$ cat config.mk
export PLATFORM = sky130hd
export DESIGN_NAME = lip_top
export DESIGN_NICKNAME = d
export VERILOG_FILES = /design/src/include/lip_pkg.sv /design/src/lip_info.sv /design/src/lip_opt.sv /design/src/lip_top.sv
export SDC_FILE = /design/constraint.sdc
export NUM_CORES = 1
export LEC_CHECK = 0
export ABC_AREA = 1
export BUFFER_PORTS_ARGS = -buffer_cell sky130_fd_sc_hd__buf_4
export CAP_MARGIN = 10
export CORE_ASPECT_RATIO = 1.5
export CORE_MARGIN = 2
export CORE_UTILIZATION = 40
export CTS_CLUSTER_SIZE = 12
export DETAILED_ROUTE_END_ITERATION = 10
export GPL_ROUTABILITY_DRIVEN = 1
export RECOVER_POWER = 50
export REMOVE_ABC_BUFFERS = 1
export SYNTH_ARGS = -nofsm -noshare
export SYNTH_HDL_FRONTEND = slang
export SYNTH_SLANG_ARGS = --single-unit
$ cat constraint.sdc
create_clock -name pclk -period 1.9 [get_ports pclk]
set_input_delay 0.38 -clock pclk [delete_from_list [all_inputs] [get_ports pclk]]
set_output_delay 0.38 -clock pclk [all_outputs]
set_load 0.02 [all_outputs]
$ cat src/include/lip_pkg.sv
// Purpose: Shared constants and types for the link info and option parser
// Assumes: APB byte addressing, 32-bit data words
// Notes:   Each offset, code and default lives here once
package lip_pkg;
    // ******************************
    // Register byte offsets
    // ******************************
    localparam logic [7:0] OFS_CTRL  = 8'h00;
    localparam logic [7:0] OFS_STAT  = 8'h04;
    localparam logic [7:0] OFS_IREQ0 = 8'h08;
    localparam logic [7:0] OFS_IREQ1 = 8'h0C;
    localparam logic [7:0] OFS_IRSP0 = 8'h10;
    localparam logic [7:0] OFS_IRSP1 = 8'h14;
    localparam logic [7:0] OFS_IRSP2 = 8'h18;
    localparam logic [7:0] OFS_OPT   = 8'h1C;
    localparam logic [7:0] OFS_CAP   = 8'h20;
    localparam logic [7:0] OFS_CFGR  = 8'h24;
    localparam logic [7:0] OFS_NEG   = 8'h28;
    localparam logic [7:0] OFS_QOS   = 8'h2C;
    // ******************************
    // Packet codes and fields
    // ******************************
    localparam logic [7:0]  CODE_INFO_REQ  = 8'h0A;
    localparam logic [7:0]  CODE_INFO_RSP  = 8'h0B;
    localparam logic [15:0] INFO_REQ_LEN   = 16'h0002;
    localparam logic [15:0] KIND_CL_MTU    = 16'h0001;
    localparam logic [15:0] IRES_SUCCESS   = 16'h0000;
    localparam logic [15:0] IRES_NOT_SUPP  = 16'h0001;
    localparam logic [15:0] IRSP_LEN_DATA  = 16'h0006;
    localparam logic [15:0] IRSP_LEN_EMPTY = 16'h0004;
    localparam logic [7:0]  OPT_MTU        = 8'h01;
    localparam logic [7:0]  OPT_FLUSH      = 8'h02;
    localparam logic [7:0]  OPT_QOS        = 8'h03;
    localparam logic [7:0]  OPT_LEN2       = 8'h02;
    localparam int          OPT_HINT_BIT   = 7;
    localparam logic [15:0] CRES_SUCCESS   = 16'h0000;
    localparam logic [15:0] CRES_UNACCEPT  = 16'h0001;
    localparam logic [15:0] CRES_REJECT    = 16'h0002;
    localparam logic [15:0] CRES_UNKNOWN   = 16'h0003;
    localparam logic [7:0]  SVC_NO_TRAFFIC = 8'h00;
    localparam logic [7:0]  SVC_BEST       = 8'h01;
    localparam logic [7:0]  SVC_GUARANTEED = 8'h02;
    // ******************************
    // Defaults after reset, MTU floor and no-retransmission flush value
    // ******************************
    localparam logic [15:0] MTU_MIN        = 16'd48;
    localparam logic [15:0] MTU_DEFAULT    = 16'd672;
    localparam logic [15:0] FLUSH_NO_RETX  = 16'h0001;
    localparam logic [15:0] FLUSH_DEFAULT  = 16'hFFFF;
    localparam logic [31:0] CAP_RESET      = {MTU_DEFAULT, MTU_DEFAULT};
    // ******************************
    // Carriers
    // ******************************
    typedef struct packed {
        logic [15:0] len;
        logic [7:0]  id;
        logic [7:0]  code;
    } lip_hdr_t;
    typedef struct packed {
        lip_hdr_t    hdr;
        logic [15:0] kind;
    } lip_ireq_t;
    typedef struct packed {
        lip_hdr_t    hdr;
        logic [15:0] result;
        logic [15:0] kind;
        logic [15:0] data;
    } lip_irsp_t;
    typedef struct packed {
        logic [15:0] data;
        logic [7:0]  len;
        logic [7:0]  typ;
    } lip_opt_t;
endpackage

$ cat src/lip_info.sv
// Purpose: Builds the answer to one information request
// Assumes: Request held stable while req_valid is high
// Notes:   Answer or drop pulse one cycle after req_valid
`timescale 1ns/1ps
module lip_info (
    // Clock and reset
    input  wire logic               pclk,
    input  wire logic               presetn,
    // Request side
    input  wire logic               req_valid,
    input  wire lip_pkg::lip_ireq_t req,
    input  wire logic [15:0]        cl_mtu,
    // Answer side
    output logic                    rsp_valid,
    output lip_pkg::lip_irsp_t      rsp,
    output logic                    drop
);
    // Request checks and answer fields
    wire well  = req.hdr.code == lip_pkg::CODE_INFO_REQ && req.hdr.len == lip_pkg::INFO_REQ_LEN;
    wire known = req.kind == lip_pkg::KIND_CL_MTU;
    lip_pkg::lip_irsp_t next_rsp;
    assign next_rsp.hdr.code = lip_pkg::CODE_INFO_RSP;
    assign next_rsp.hdr.id   = req.hdr.id;
    assign next_rsp.hdr.len  = known ? lip_pkg::IRSP_LEN_DATA : lip_pkg::IRSP_LEN_EMPTY;
    assign next_rsp.kind     = req.kind;
    assign next_rsp.result   = known ? lip_pkg::IRES_SUCCESS : lip_pkg::IRES_NOT_SUPP;
    assign next_rsp.data     = known ? cl_mtu : 16'h0000;

    // Answer register
    always_ff @(posedge pclk or negedge presetn) begin
        if (!presetn) begin
            rsp_valid <= 1'b0;
            drop      <= 1'b0;
            rsp       <= '0;
        end else begin
            rsp_valid <= req_valid & well;
            drop      <= req_valid & ~well;
            if (req_valid && well) begin
                rsp <= next_rsp;
            end
        end
    end
endmodule

$ cat src/lip_opt.sv
// Purpose: Parses configuration option elements one at a time
// Assumes: First two payload octets of each element arrive with it
// Notes:   clear restores defaults before a new option list
`timescale 1ns/1ps
module lip_opt (
    // Clock and reset
    input  wire logic              pclk,
    input  wire logic              presetn,
    // Option stream
    input  wire logic              clear,
    input  wire logic              opt_valid,
    input  wire lip_pkg::lip_opt_t opt,
    input  wire logic [15:0]       own_mtu,
    // Negotiated values
    output logic [15:0]            mtu,
    output logic [15:0]            flush,
    output logic [7:0]             svc,
    output logic [15:0]            result,
    output logic [7:0]             unk_typ
);
    // Element classification
    wire is_mtu  = opt.typ == lip_pkg::OPT_MTU;
    wire is_fl   = opt.typ == lip_pkg::OPT_FLUSH;
    wire is_qos  = opt.typ == lip_pkg::OPT_QOS;
    wire bad_len = (is_mtu | is_fl) && opt.len != lip_pkg::OPT_LEN2;
    wire hint    = opt.typ[lip_pkg::OPT_HINT_BIT];
    wire too_small = opt.data < lip_pkg::MTU_MIN;
    wire [15:0] min_mtu = opt.data < own_mtu ? opt.data : own_mtu;
    wire [7:0] q_svc = opt.data[15:8];
    wire q_bad  = q_svc != lip_pkg::SVC_BEST && q_svc != lip_pkg::SVC_NO_TRAFFIC;

    // Option state, defaults on clear
    always_ff @(posedge pclk or negedge presetn) begin
        if (!presetn) begin
            mtu     <= lip_pkg::MTU_DEFAULT;
            flush   <= lip_pkg::FLUSH_DEFAULT;
            svc     <= lip_pkg::SVC_BEST;
            result  <= lip_pkg::CRES_SUCCESS;
            unk_typ <= 8'h00;
        end else if (clear) begin
            mtu     <= lip_pkg::MTU_DEFAULT;
            flush   <= lip_pkg::FLUSH_DEFAULT;
            svc     <= lip_pkg::SVC_BEST;
            result  <= lip_pkg::CRES_SUCCESS;
            unk_typ <= 8'h00;
        end else if (opt_valid) begin
            if (bad_len) begin
                result <= lip_pkg::CRES_REJECT;
            end else if (is_mtu) begin
                mtu <= too_small ? lip_pkg::MTU_MIN : min_mtu;
                if (too_small) begin
                    result <= lip_pkg::CRES_UNACCEPT;
                end
            end else if (is_fl) begin
                flush <= opt.data;
            end else if (is_qos) begin
                svc <= q_bad ? lip_pkg::SVC_BEST : q_svc;
                if (q_bad) begin
                    result <= lip_pkg::CRES_UNACCEPT;
                end
            end else if (!hint) begin
                result  <= lip_pkg::CRES_UNKNOWN;
                unk_typ <= opt.typ;
            end
        end
    end
endmodule

$ cat src/lip_top.sv
// Purpose: APB slave for information answers and option parsing
// Assumes: One clock pclk, asynchronous active-low presetn
// Notes:   No wait states; pready is high in the first access cycle of every APB access
//
// The APB register port and the address map were left to the implementer.
`timescale 1ns/1ps
module lip_top (
    // APB clock and reset
    input  wire logic        pclk,
    input  wire logic        presetn,
    // APB request
    input  wire logic        psel,
    input  wire logic        penable,
    input  wire logic        pwrite,
    input  wire logic [7:0]  paddr,
    input  wire logic [31:0] pwdata,
    // APB answer
    output logic [31:0]      prdata,
    output logic             pready,
    output logic             pslverr,
    // Negotiated link settings
    output logic             no_retx,
    output logic             unlimited_retx
);
    // ******************************
    // Declarations
    // ******************************
    typedef enum logic [2:0] {
        LIP_IDLE = 3'b001,
        LIP_REQ  = 3'b010,
        LIP_WAIT = 3'b100
    } lip_state_t;

    lip_state_t         state;
    lip_state_t         next_state;
    lip_pkg::lip_ireq_t ireq;
    lip_pkg::lip_opt_t  opt;
    logic [31:0]        cap;
    logic               opt_push;
    logic               opt_clear;
    logic               rsp_seen;
    logic               bad_seen;
    lip_pkg::lip_irsp_t irsp;
    logic               irsp_valid;
    logic               idrop;
    logic [15:0]        mtu;
    logic [15:0]        flush;
    logic [7:0]         svc;
    logic [15:0]        cres;
    logic [7:0]         unk_typ;

    // ******************************
    // APB decode
    // ******************************
    // Access qualification and address hits
    wire setup   = psel & ~penable;
    wire wr_en   = psel & penable & pready & pwrite;
    wire hit_ctl = paddr == lip_pkg::OFS_CTRL;
    wire hit_st  = paddr == lip_pkg::OFS_STAT;
    wire hit_q0  = paddr == lip_pkg::OFS_IREQ0;
    wire hit_q1  = paddr == lip_pkg::OFS_IREQ1;
    wire hit_r0  = paddr == lip_pkg::OFS_IRSP0;
    wire hit_r1  = paddr == lip_pkg::OFS_IRSP1;
    wire hit_r2  = paddr == lip_pkg::OFS_IRSP2;
    wire hit_op  = paddr == lip_pkg::OFS_OPT;
    wire hit_cap = paddr == lip_pkg::OFS_CAP;
    wire hit_cr  = paddr == lip_pkg::OFS_CFGR;
    wire hit_neg = paddr == lip_pkg::OFS_NEG;
    wire hit_qos = paddr == lip_pkg::OFS_QOS;
    wire mapped  = hit_ctl | hit_st | hit_q0 | hit_q1 | hit_r0 | hit_r1 | hit_r2
                 | hit_op | hit_cap | hit_cr | hit_neg | hit_qos;
    wire busy    = state != LIP_IDLE;

    // Write strobes
    wire go_info  = wr_en & hit_ctl & pwdata[0] & ~busy;
    wire go_clear = wr_en & hit_ctl & pwdata[1];
    wire st_clr   = wr_en & hit_st;

    // Read data selection
    wire [31:0] stat_word = {29'h0, busy, bad_seen, rsp_seen};
    wire [31:0] next_rdata =
          hit_st  ? stat_word
        : hit_q0  ? ireq.hdr
        : hit_q1  ? {16'h0000, ireq.kind}
        : hit_r0  ? irsp.hdr
        : hit_r1  ? {irsp.result, irsp.kind}
        : hit_r2  ? {16'h0000, irsp.data}
        : hit_op  ? opt
        : hit_cap ? cap
        : hit_cr  ? {8'h00, unk_typ, cres}
        : hit_neg ? {flush, mtu}
        : hit_qos ? {22'h0, unlimited_retx, no_retx, svc}
        : 32'h0000_0000;

    // Answer registered in setup, shown in access phase
    always_ff @(posedge pclk or negedge presetn) begin
        if (!presetn) begin
            pready  <= 1'b0;
            pslverr <= 1'b0;
            prdata  <= 32'h0000_0000;
        end else begin
            pready  <= setup;
            pslverr <= setup & ~mapped;
            prdata  <= setup ? next_rdata : 32'h0000_0000;
        end
    end

    // ******************************
    // Software registers
    // ******************************
    // Request words, capability, option element
    always_ff @(posedge pclk or negedge presetn) begin
        if (!presetn) begin
            ireq <= '0;
            cap  <= lip_pkg::CAP_RESET;
            opt  <= '0;
        end else begin
            if (wr_en && hit_q0 && !busy) begin
                ireq.hdr <= pwdata;
            end
            if (wr_en && hit_q1 && !busy) begin
                ireq.kind <= pwdata[15:0];
            end
            if (wr_en && hit_cap) begin
                cap <= pwdata;
            end
            if (wr_en && hit_op) begin
                opt <= pwdata;
            end
        end
    end

    // Option push and list clear pulses
    always_ff @(posedge pclk or negedge presetn) begin
        if (!presetn) begin
            opt_push  <= 1'b0;
            opt_clear <= 1'b0;
        end else begin
            opt_push  <= wr_en & hit_op;
            opt_clear <= go_clear;
        end
    end

    // Sticky status, set wins over clear
    always_ff @(posedge pclk or negedge presetn) begin
        if (!presetn) begin
            rsp_seen <= 1'b0;
            bad_seen <= 1'b0;
        end else begin
            rsp_seen <= irsp_valid | (rsp_seen & ~(st_clr & pwdata[0]));
            bad_seen <= idrop | (bad_seen & ~(st_clr & pwdata[1]));
        end
    end

    // ******************************
    // Request sequencer
    // ******************************
    // Next state
    always_comb begin
        next_state = state;
        case (state)
            LIP_IDLE: begin
                if (go_info) begin
                    next_state = LIP_REQ;
                end
            end
            LIP_REQ: begin
                next_state = LIP_WAIT;
            end
            LIP_WAIT: begin
                if (irsp_valid || idrop) begin
                    next_state = LIP_IDLE;
                end
            end
            default: begin
                next_state = LIP_IDLE;
            end
        endcase
    end

    // State register
    always_ff @(posedge pclk or negedge presetn) begin
        if (!presetn) begin
            state <= LIP_IDLE;
        end else begin
            state <= next_state;
        end
    end

    // ******************************
    // Engines
    // ******************************
    // Information answer builder
    lip_info lip_info_i (
        .pclk      (pclk),
        .presetn   (presetn),
        .req_valid (state == LIP_REQ),
        .req       (ireq),
        .cl_mtu    (cap[31:16]),
        .rsp_valid (irsp_valid),
        .rsp       (irsp),
        .drop      (idrop)
    );

    // Option parser, own capability bounds reported MTU
    lip_opt lip_opt_i (
        .pclk      (pclk),
        .presetn   (presetn),
        .clear     (opt_clear),
        .opt_valid (opt_push),
        .opt       (opt),
        .own_mtu   (cap[15:0]),
        .mtu       (mtu),
        .flush     (flush),
        .svc       (svc),
        .result    (cres),
        .unk_typ   (unk_typ)
    );

    // Retransmission policy from flush timeout
    always_ff @(posedge pclk or negedge presetn) begin
        if (!presetn) begin
            no_retx        <= 1'b0;
            unlimited_retx <= 1'b1;
        end else begin
            no_retx        <= flush == lip_pkg::FLUSH_NO_RETX;
            unlimited_retx <= flush == lip_pkg::FLUSH_DEFAULT;
        end
    end
endmodule

# Word-level counts from Yosys, hierarchy flattened
# Cells that the tools add are included.
# op_classes
n_reduce_logical	24
bitwise	37
muxes	52
order_cmp	2
n_eq_ne	36
# op_table
cell	n
32-bit two-way mux	11
16-bit two-way mux	21
8-bit two-way mux	14
16-bit by 1-bit == test with 1-bit output, second input constant	2
8-bit by 5-bit == test with 1-bit output, second input constant	4
8-bit by 6-bit == test with 1-bit output, second input constant	4
8-bit by 4-bit == test with 1-bit output, second input constant	3
1-bit AND	17
16-bit == test, second input constant	1
16-bit by 2-bit == test with 1-bit output, second input constant	1
8-bit by 2-bit == test with 1-bit output, second input constant	2
16-bit < comparator	1
16-bit by 6-bit < comparator with 1-bit output, second input constant	1
1-bit bitwise OR	14
2-bit inequality test, second input constant	6
1-bit logical AND	10
10-bit two-way mux	1
5-bit AND reduction	2
3-bit case mux with 3 select lines	1
8-bit by 1-bit == test with 1-bit output, second input constant	1
8-bit by 3-bit == test with 1-bit output, second input constant	1
8-bit logical NOT	1
8-bit by 1-bit inequality test with 1-bit output, second input constant	1
8-bit by 2-bit inequality test with 1-bit output, second input constant	1
other kinds (21)	30
# word_totals
word_cells	182
inputBits	45
regBits	294
out_inout_bits	36

# Longest topological paths before layout
# depth
word_depth	14
ltp_mapped	15
mapped_depth_nobuf	14

# Hierarchy
# From an unflattened synthesis, not the netlist that was laid out.
# unflattened
hier_cells	1667
hier_area_um2	13262.7
# by_module_without_submodules
mod	area_each_um2	n_inst	cells_per_inst	seq_area_each_um2
lip_top	7693.6	1	984	3888.7
lip_opt	3155.5	1	378	1251.2
lip_info	2413.6	1	305	1126.1

# Least setup slack after synthesis
# OpenSTA, ideal clock, no wires.
# synth_path
path_type	register -> register
start	register cap[9]
end	register lip_opt_i.mtu[4]
path_buffers	1
required_ns	1.784
path_stages_with_launch	12
setup_ns	0.116
arrival_ns	1.732
synth_period_minus_slack_ns	1.848
path_slack_ns	0.052
cell_sequence	dfstp_2 > inv_1 > ha_1 > a21oi_1 > o21ai_0 > a21oi_1 > nand2_1 > clkbuf_1 > nand2_1 > nand3_1 > nand2_1 > nand2_1
# synth_between
elab_chain_len	7
# synth_lines
item	line	source
start: declaration	lip_top.sv:38	logic [31:0] cap;
start signal: assignment	lip_top.sv:115	cap <= lip_pkg::CAP_RESET;
start signal: assignment	lip_top.sv:125	cap <= pwdata;
16-bit < comparator	lip_opt.sv:28	wire [15:0] min_mtu = opt.data < own_mtu ? opt.data : own_mtu;
16-bit two-way mux	lip_opt.sv:28	
16-bit two-way mux	lip_opt.sv:50	mtu <= too_small ? lip_pkg::MTU_MIN : min_mtu;
16-bit two-way mux	lip_opt.sv:49	end else if (is_mtu) begin
16-bit two-way mux	lip_opt.sv:47	if (bad_len) begin
16-bit two-way mux	lip_opt.sv:46	end else if (opt_valid) begin
16-bit two-way mux	lip_opt.sv:40	end else if (clear) begin
end signal: assignment	lip_opt.sv:35	mtu <= lip_pkg::MTU_DEFAULT;
end signal: assignment	lip_opt.sv:41	mtu <= lip_pkg::MTU_DEFAULT;
end signal: assignment	lip_opt.sv:50	
end: declaration	lip_opt.sv:15	output logic [15:0] mtu,
# No other way between the ends. The select of a mux whose other input is x is not followed.
# A chain may end at the register's enable or synchronous reset.

# Final worst setup path
# layout_path
start	register opt[27] (netlist name)
end	register lip_opt_i.mtu[7]
# layout_between
elab_chain_len	7
elab_cells_between_ends	8
classes_between	order compare: 2; mux: 6
# layout_lines
item	line
16-bit < comparator	lip_opt.sv:28
16-bit two-way mux	lip_opt.sv:28
16-bit two-way mux *	lip_opt.sv:50
16-bit two-way mux *	lip_opt.sv:49
16-bit two-way mux *	lip_opt.sv:47
16-bit two-way mux *	lip_opt.sv:46
16-bit two-way mux *	lip_opt.sv:40
# Every way passes the cells marked *; elsewhere a longest branch is shown, timed or not. The select of a mux whose other input is x is not followed.

==> impl_metrics.env <==
export IMPL_critical_path_max_fanout=6
export IMPL_hold_viol_final=0
export IMPL_reg2reg_slack_ns=-0.03
export IMPL_grt_usage_pct=27.2
export IMPL_grt_max_degree=69
export IMPL_finalWorstSetupSlack_ns=-0.0267
export IMPL_synthDistinctLibCells=40
export IMPL_regArea_mm2=0.00627
export IMPL_post_route_cell_area_mm2=0.0158
export IMPL_p_leak_nw=7.81
export IMPL_coreArea_mm2=0.0295
export IMPL_hold_ws_ns=0.0335
export IMPL_via_per_inst=5.33
export IMPL_syn_inst=1517
export IMPL_gr_total_overflow=0
export IMPL_yosysSeqAreaShare_pct=52.2
export IMPL_min_from="pwdata[12]"
export IMPL_wl_per_cell_um=20.4
export IMPL_stdcell_count=2161
export IMPL_start_util_pct=40.7
export IMPL_status="finished, violations left"
export IMPL_synth_edf_count=0
export IMPL_synth_most_common_cell="nand2_1"
export IMPL_cellPowerDensity_mw_per_mm2=687
export IMPL_crit_arrival_ns=2.41
export IMPL_syn_cell_area_mm2=0.0120
export IMPL_finalCritPeriodShare_pct=101
export IMPL_worstRegToRegCells=8
export IMPL_dr_pass1_iters=6
export IMPL_clockBufferDepth=3
export IMPL_ys_warn_count=0
export IMPL_dp_cells=2086
export IMPL_ir_drop_v=0.000623
export IMPL_start_kind="register"
export IMPL_dp_hpwl_um=32200
export IMPL_final_antenna_net_count=0
export IMPL_worst_slew_margin_rel_pct=37.4
export IMPL_r2r_start="opt[27]"
export IMPL_pre_cts_ws_ns=-0.215
export IMPL_io_pins=81
export IMPL_fin_nets=1807
export IMPL_cts_root_buf="clkbuf_16"
export IMPL_ys_ff_latch=249
export IMPL_place_congestion=0.964
export IMPL_path_clk_slew_ns=0.06
export IMPL_multi_input_area_mm2=0.00517
export IMPL_period_needed_ns=1.93
export IMPL_drt_wl_total_um=44200
export IMPL_die_width_um=145
export IMPL_numPortBuffers=80
export IMPL_rsz0062_at_grt="yes"
export IMPL_endpoint_kind="register"
export IMPL_yosys_area_top_type_share_pct=46.0
export IMPL_hp_class="in2reg"
export IMPL_async_flop_share_pct=100
export IMPL_clock_sinks=249
export IMPL_htree_levels=1
export IMPL_placed_area_mm2=0.0143
export IMPL_drv_slew=0
export IMPL_timing_rr_end="lip_opt_i.mtu[7]"
export IMPL_fin_skew_ns=0.0127
export IMPL_clock_latency_ns=0.56
export IMPL_fill_cells=2850
export IMPL_holdPathEnd="opt[12]"
export IMPL_avgSynthCellArea_um2=7.92
export IMPL_hold_depth=3
export IMPL_cts_tree="done"
export IMPL_grt_pass1_wl_um=65400
export IMPL_finalSetupTns_ns=-0.0336
export IMPL_vias=11500
export IMPL_grt_antenna_before_repair=0
export IMPL_yosys_top_cells_count="nand2_1 (422), o21ai_0 (237), dfrtp_1 (221)"
export IMPL_power_total_mw=10.9
export IMPL_placementRows=77
export IMPL_cts_buffers_inserted=26
export IMPL_die_area_mm2=0.0315
export IMPL_first_global_vias=11000
export IMPL_diodes=0
export IMPL_cp_required_ns=2.38
export IMPL_violations="setup timing"
export IMPL_die_y_um=216
export IMPL_synthTopCellsByArea="dfrtp_1 (46%), nand2_1 (13%), o21ai_0 (9.9%), dfstp_2 (6.1%), inv_1 (5.1%)"
export IMPL_area_growth_pct=31.7
export IMPL_max_clock_freq_mhz=519
export IMPL_drc=0
export IMPL_yosysTopAreaCell="dfrtp_1"
export IMPL_drt_initial_drc_count=933
export IMPL_synth_ff_type="dfrtp_1"
export IMPL_final_setup_viol_count=3
export IMPL_tightest_slew_ns=0.939
export IMPL_fin_util_pct=53.7
export IMPL_cap_violations=0
export IMPL_path_class="reg2reg"
export IMPL_drive_above_1_share_pct=24.7
[sequential cells by signal (all words and copies together), names as in the netlist, 2 cells and up]
signal             cells
cap                   32
ireq                  48
lip_info_i.rsp        43
lip_opt_i.flush       16
lip_opt_i.mtu         16
lip_opt_i.result       2
lip_opt_i.svc          8
lip_opt_i.unk_typ      7
opt                   32
prdata                32
state                  3
[worst max path at each step]
stage / start / to / slack (ns) / cells after the start
floorplan: ireq[37] / lip_info_i.rsp[0] / -0.95 / 5
global placement: paddr[0] / prdata[7] / -0.19 / 12
detailed placement: paddr[7] / prdata[15] / -0.22 / 11
CTS: cap[5] / lip_opt_i.mtu[3] / -0.00004 / 11
global route: ireq[35] / lip_info_i.rsp[18] / -0.08 / 10
finish: opt[27] / lip_opt_i.mtu[7] / -0.03 / 8
[critical path: stages, from the launching register on]
cell	delay [ns]
dfrtp_1	0.48
ha_1	0.37
nand2_1	0.11
nor3_2	0.23
nand2_2	0.11
nand2_4	0.16
clkbuf_16	0.17
nor2_1	0.05
o21ai_0	0.17
[power by group]
| group | switching, mW | internal (mW) | leakage, nW |
|---|---|---|---|
| combinational | 0.335 | 0.193 | 4.13 |
| sequential | 0.0160 | 5.32 | 3.28 |
| clock | 2.20 | 2.81 | 0.401 |
[timing repair]
action / 4_1_cts / 5_1_grt
hold buffers: 1 / 0
setup endpoints to repair: 56 / 99
buffers inserted: 3 / 12
pin swaps: 5 / 20
resized for setup: 19 / 90
gates cloned: 1 / 11
endpoints found under the hold margin: 26 / 0
[metal layers]
metal	part of all wire [%]	global-route usage, %	vias up
met5	0	0	-
met1	38	32.8	5508
met3	5.2	3.33	132
met4	7.0	15.9	0
li1	-	-	5400
met2	50	46.8	475
[kinds of logic (layout without fill, tap and decap cells)]
logic type	count (synthesis)	after routing	share of synthesized area, %
AO/OA/AOI/OAI	346	346	14.9
adder cells (fa/ha/maj)	15	15	1.56
buffers and inverters	232	481	7.82
flip-flops	249	249	52.2
AND/OR/NAND/NOR	675	675	23.5
[cell usage in the layout, fill, tap and decap left out, drive strengths merged, types with 5 or more instances in the layout]
| cell type | synthesis | layout |
|---|---|---|
| dfstp | 28 | 28 |
| inv | 165 | 165 |
| dfrtp | 221 | 221 |
| nand3 | 80 | 80 |
| nor2 | 112 | 112 |
| a21oi | 60 | 60 |
| nor3 | 12 | 12 |
| nand2 | 426 | 426 |
| ha | 15 | 15 |
| o21ai | 267 | 267 |
| or2 | 9 | 9 |
| nor4 | 15 | 15 |
| buf | 26 | 256 |
| clkinv | 2 | 5 |
| nand4 | 16 | 16 |
| clkbuf | 39 | 53 |
[layout make-up]
class / count / area share, %
sequential: 249 / 39.7
timing repair buffer: 267 / 15.4
multi-input combinational: 1036 / 32.7
clock buffer: 43 / 4.96
clock inverter: 4 / 0.198
tap: 395 / 3.12
inverter: 167 / 4.00
Note: power is estimated with default switching activity, not from simulation.
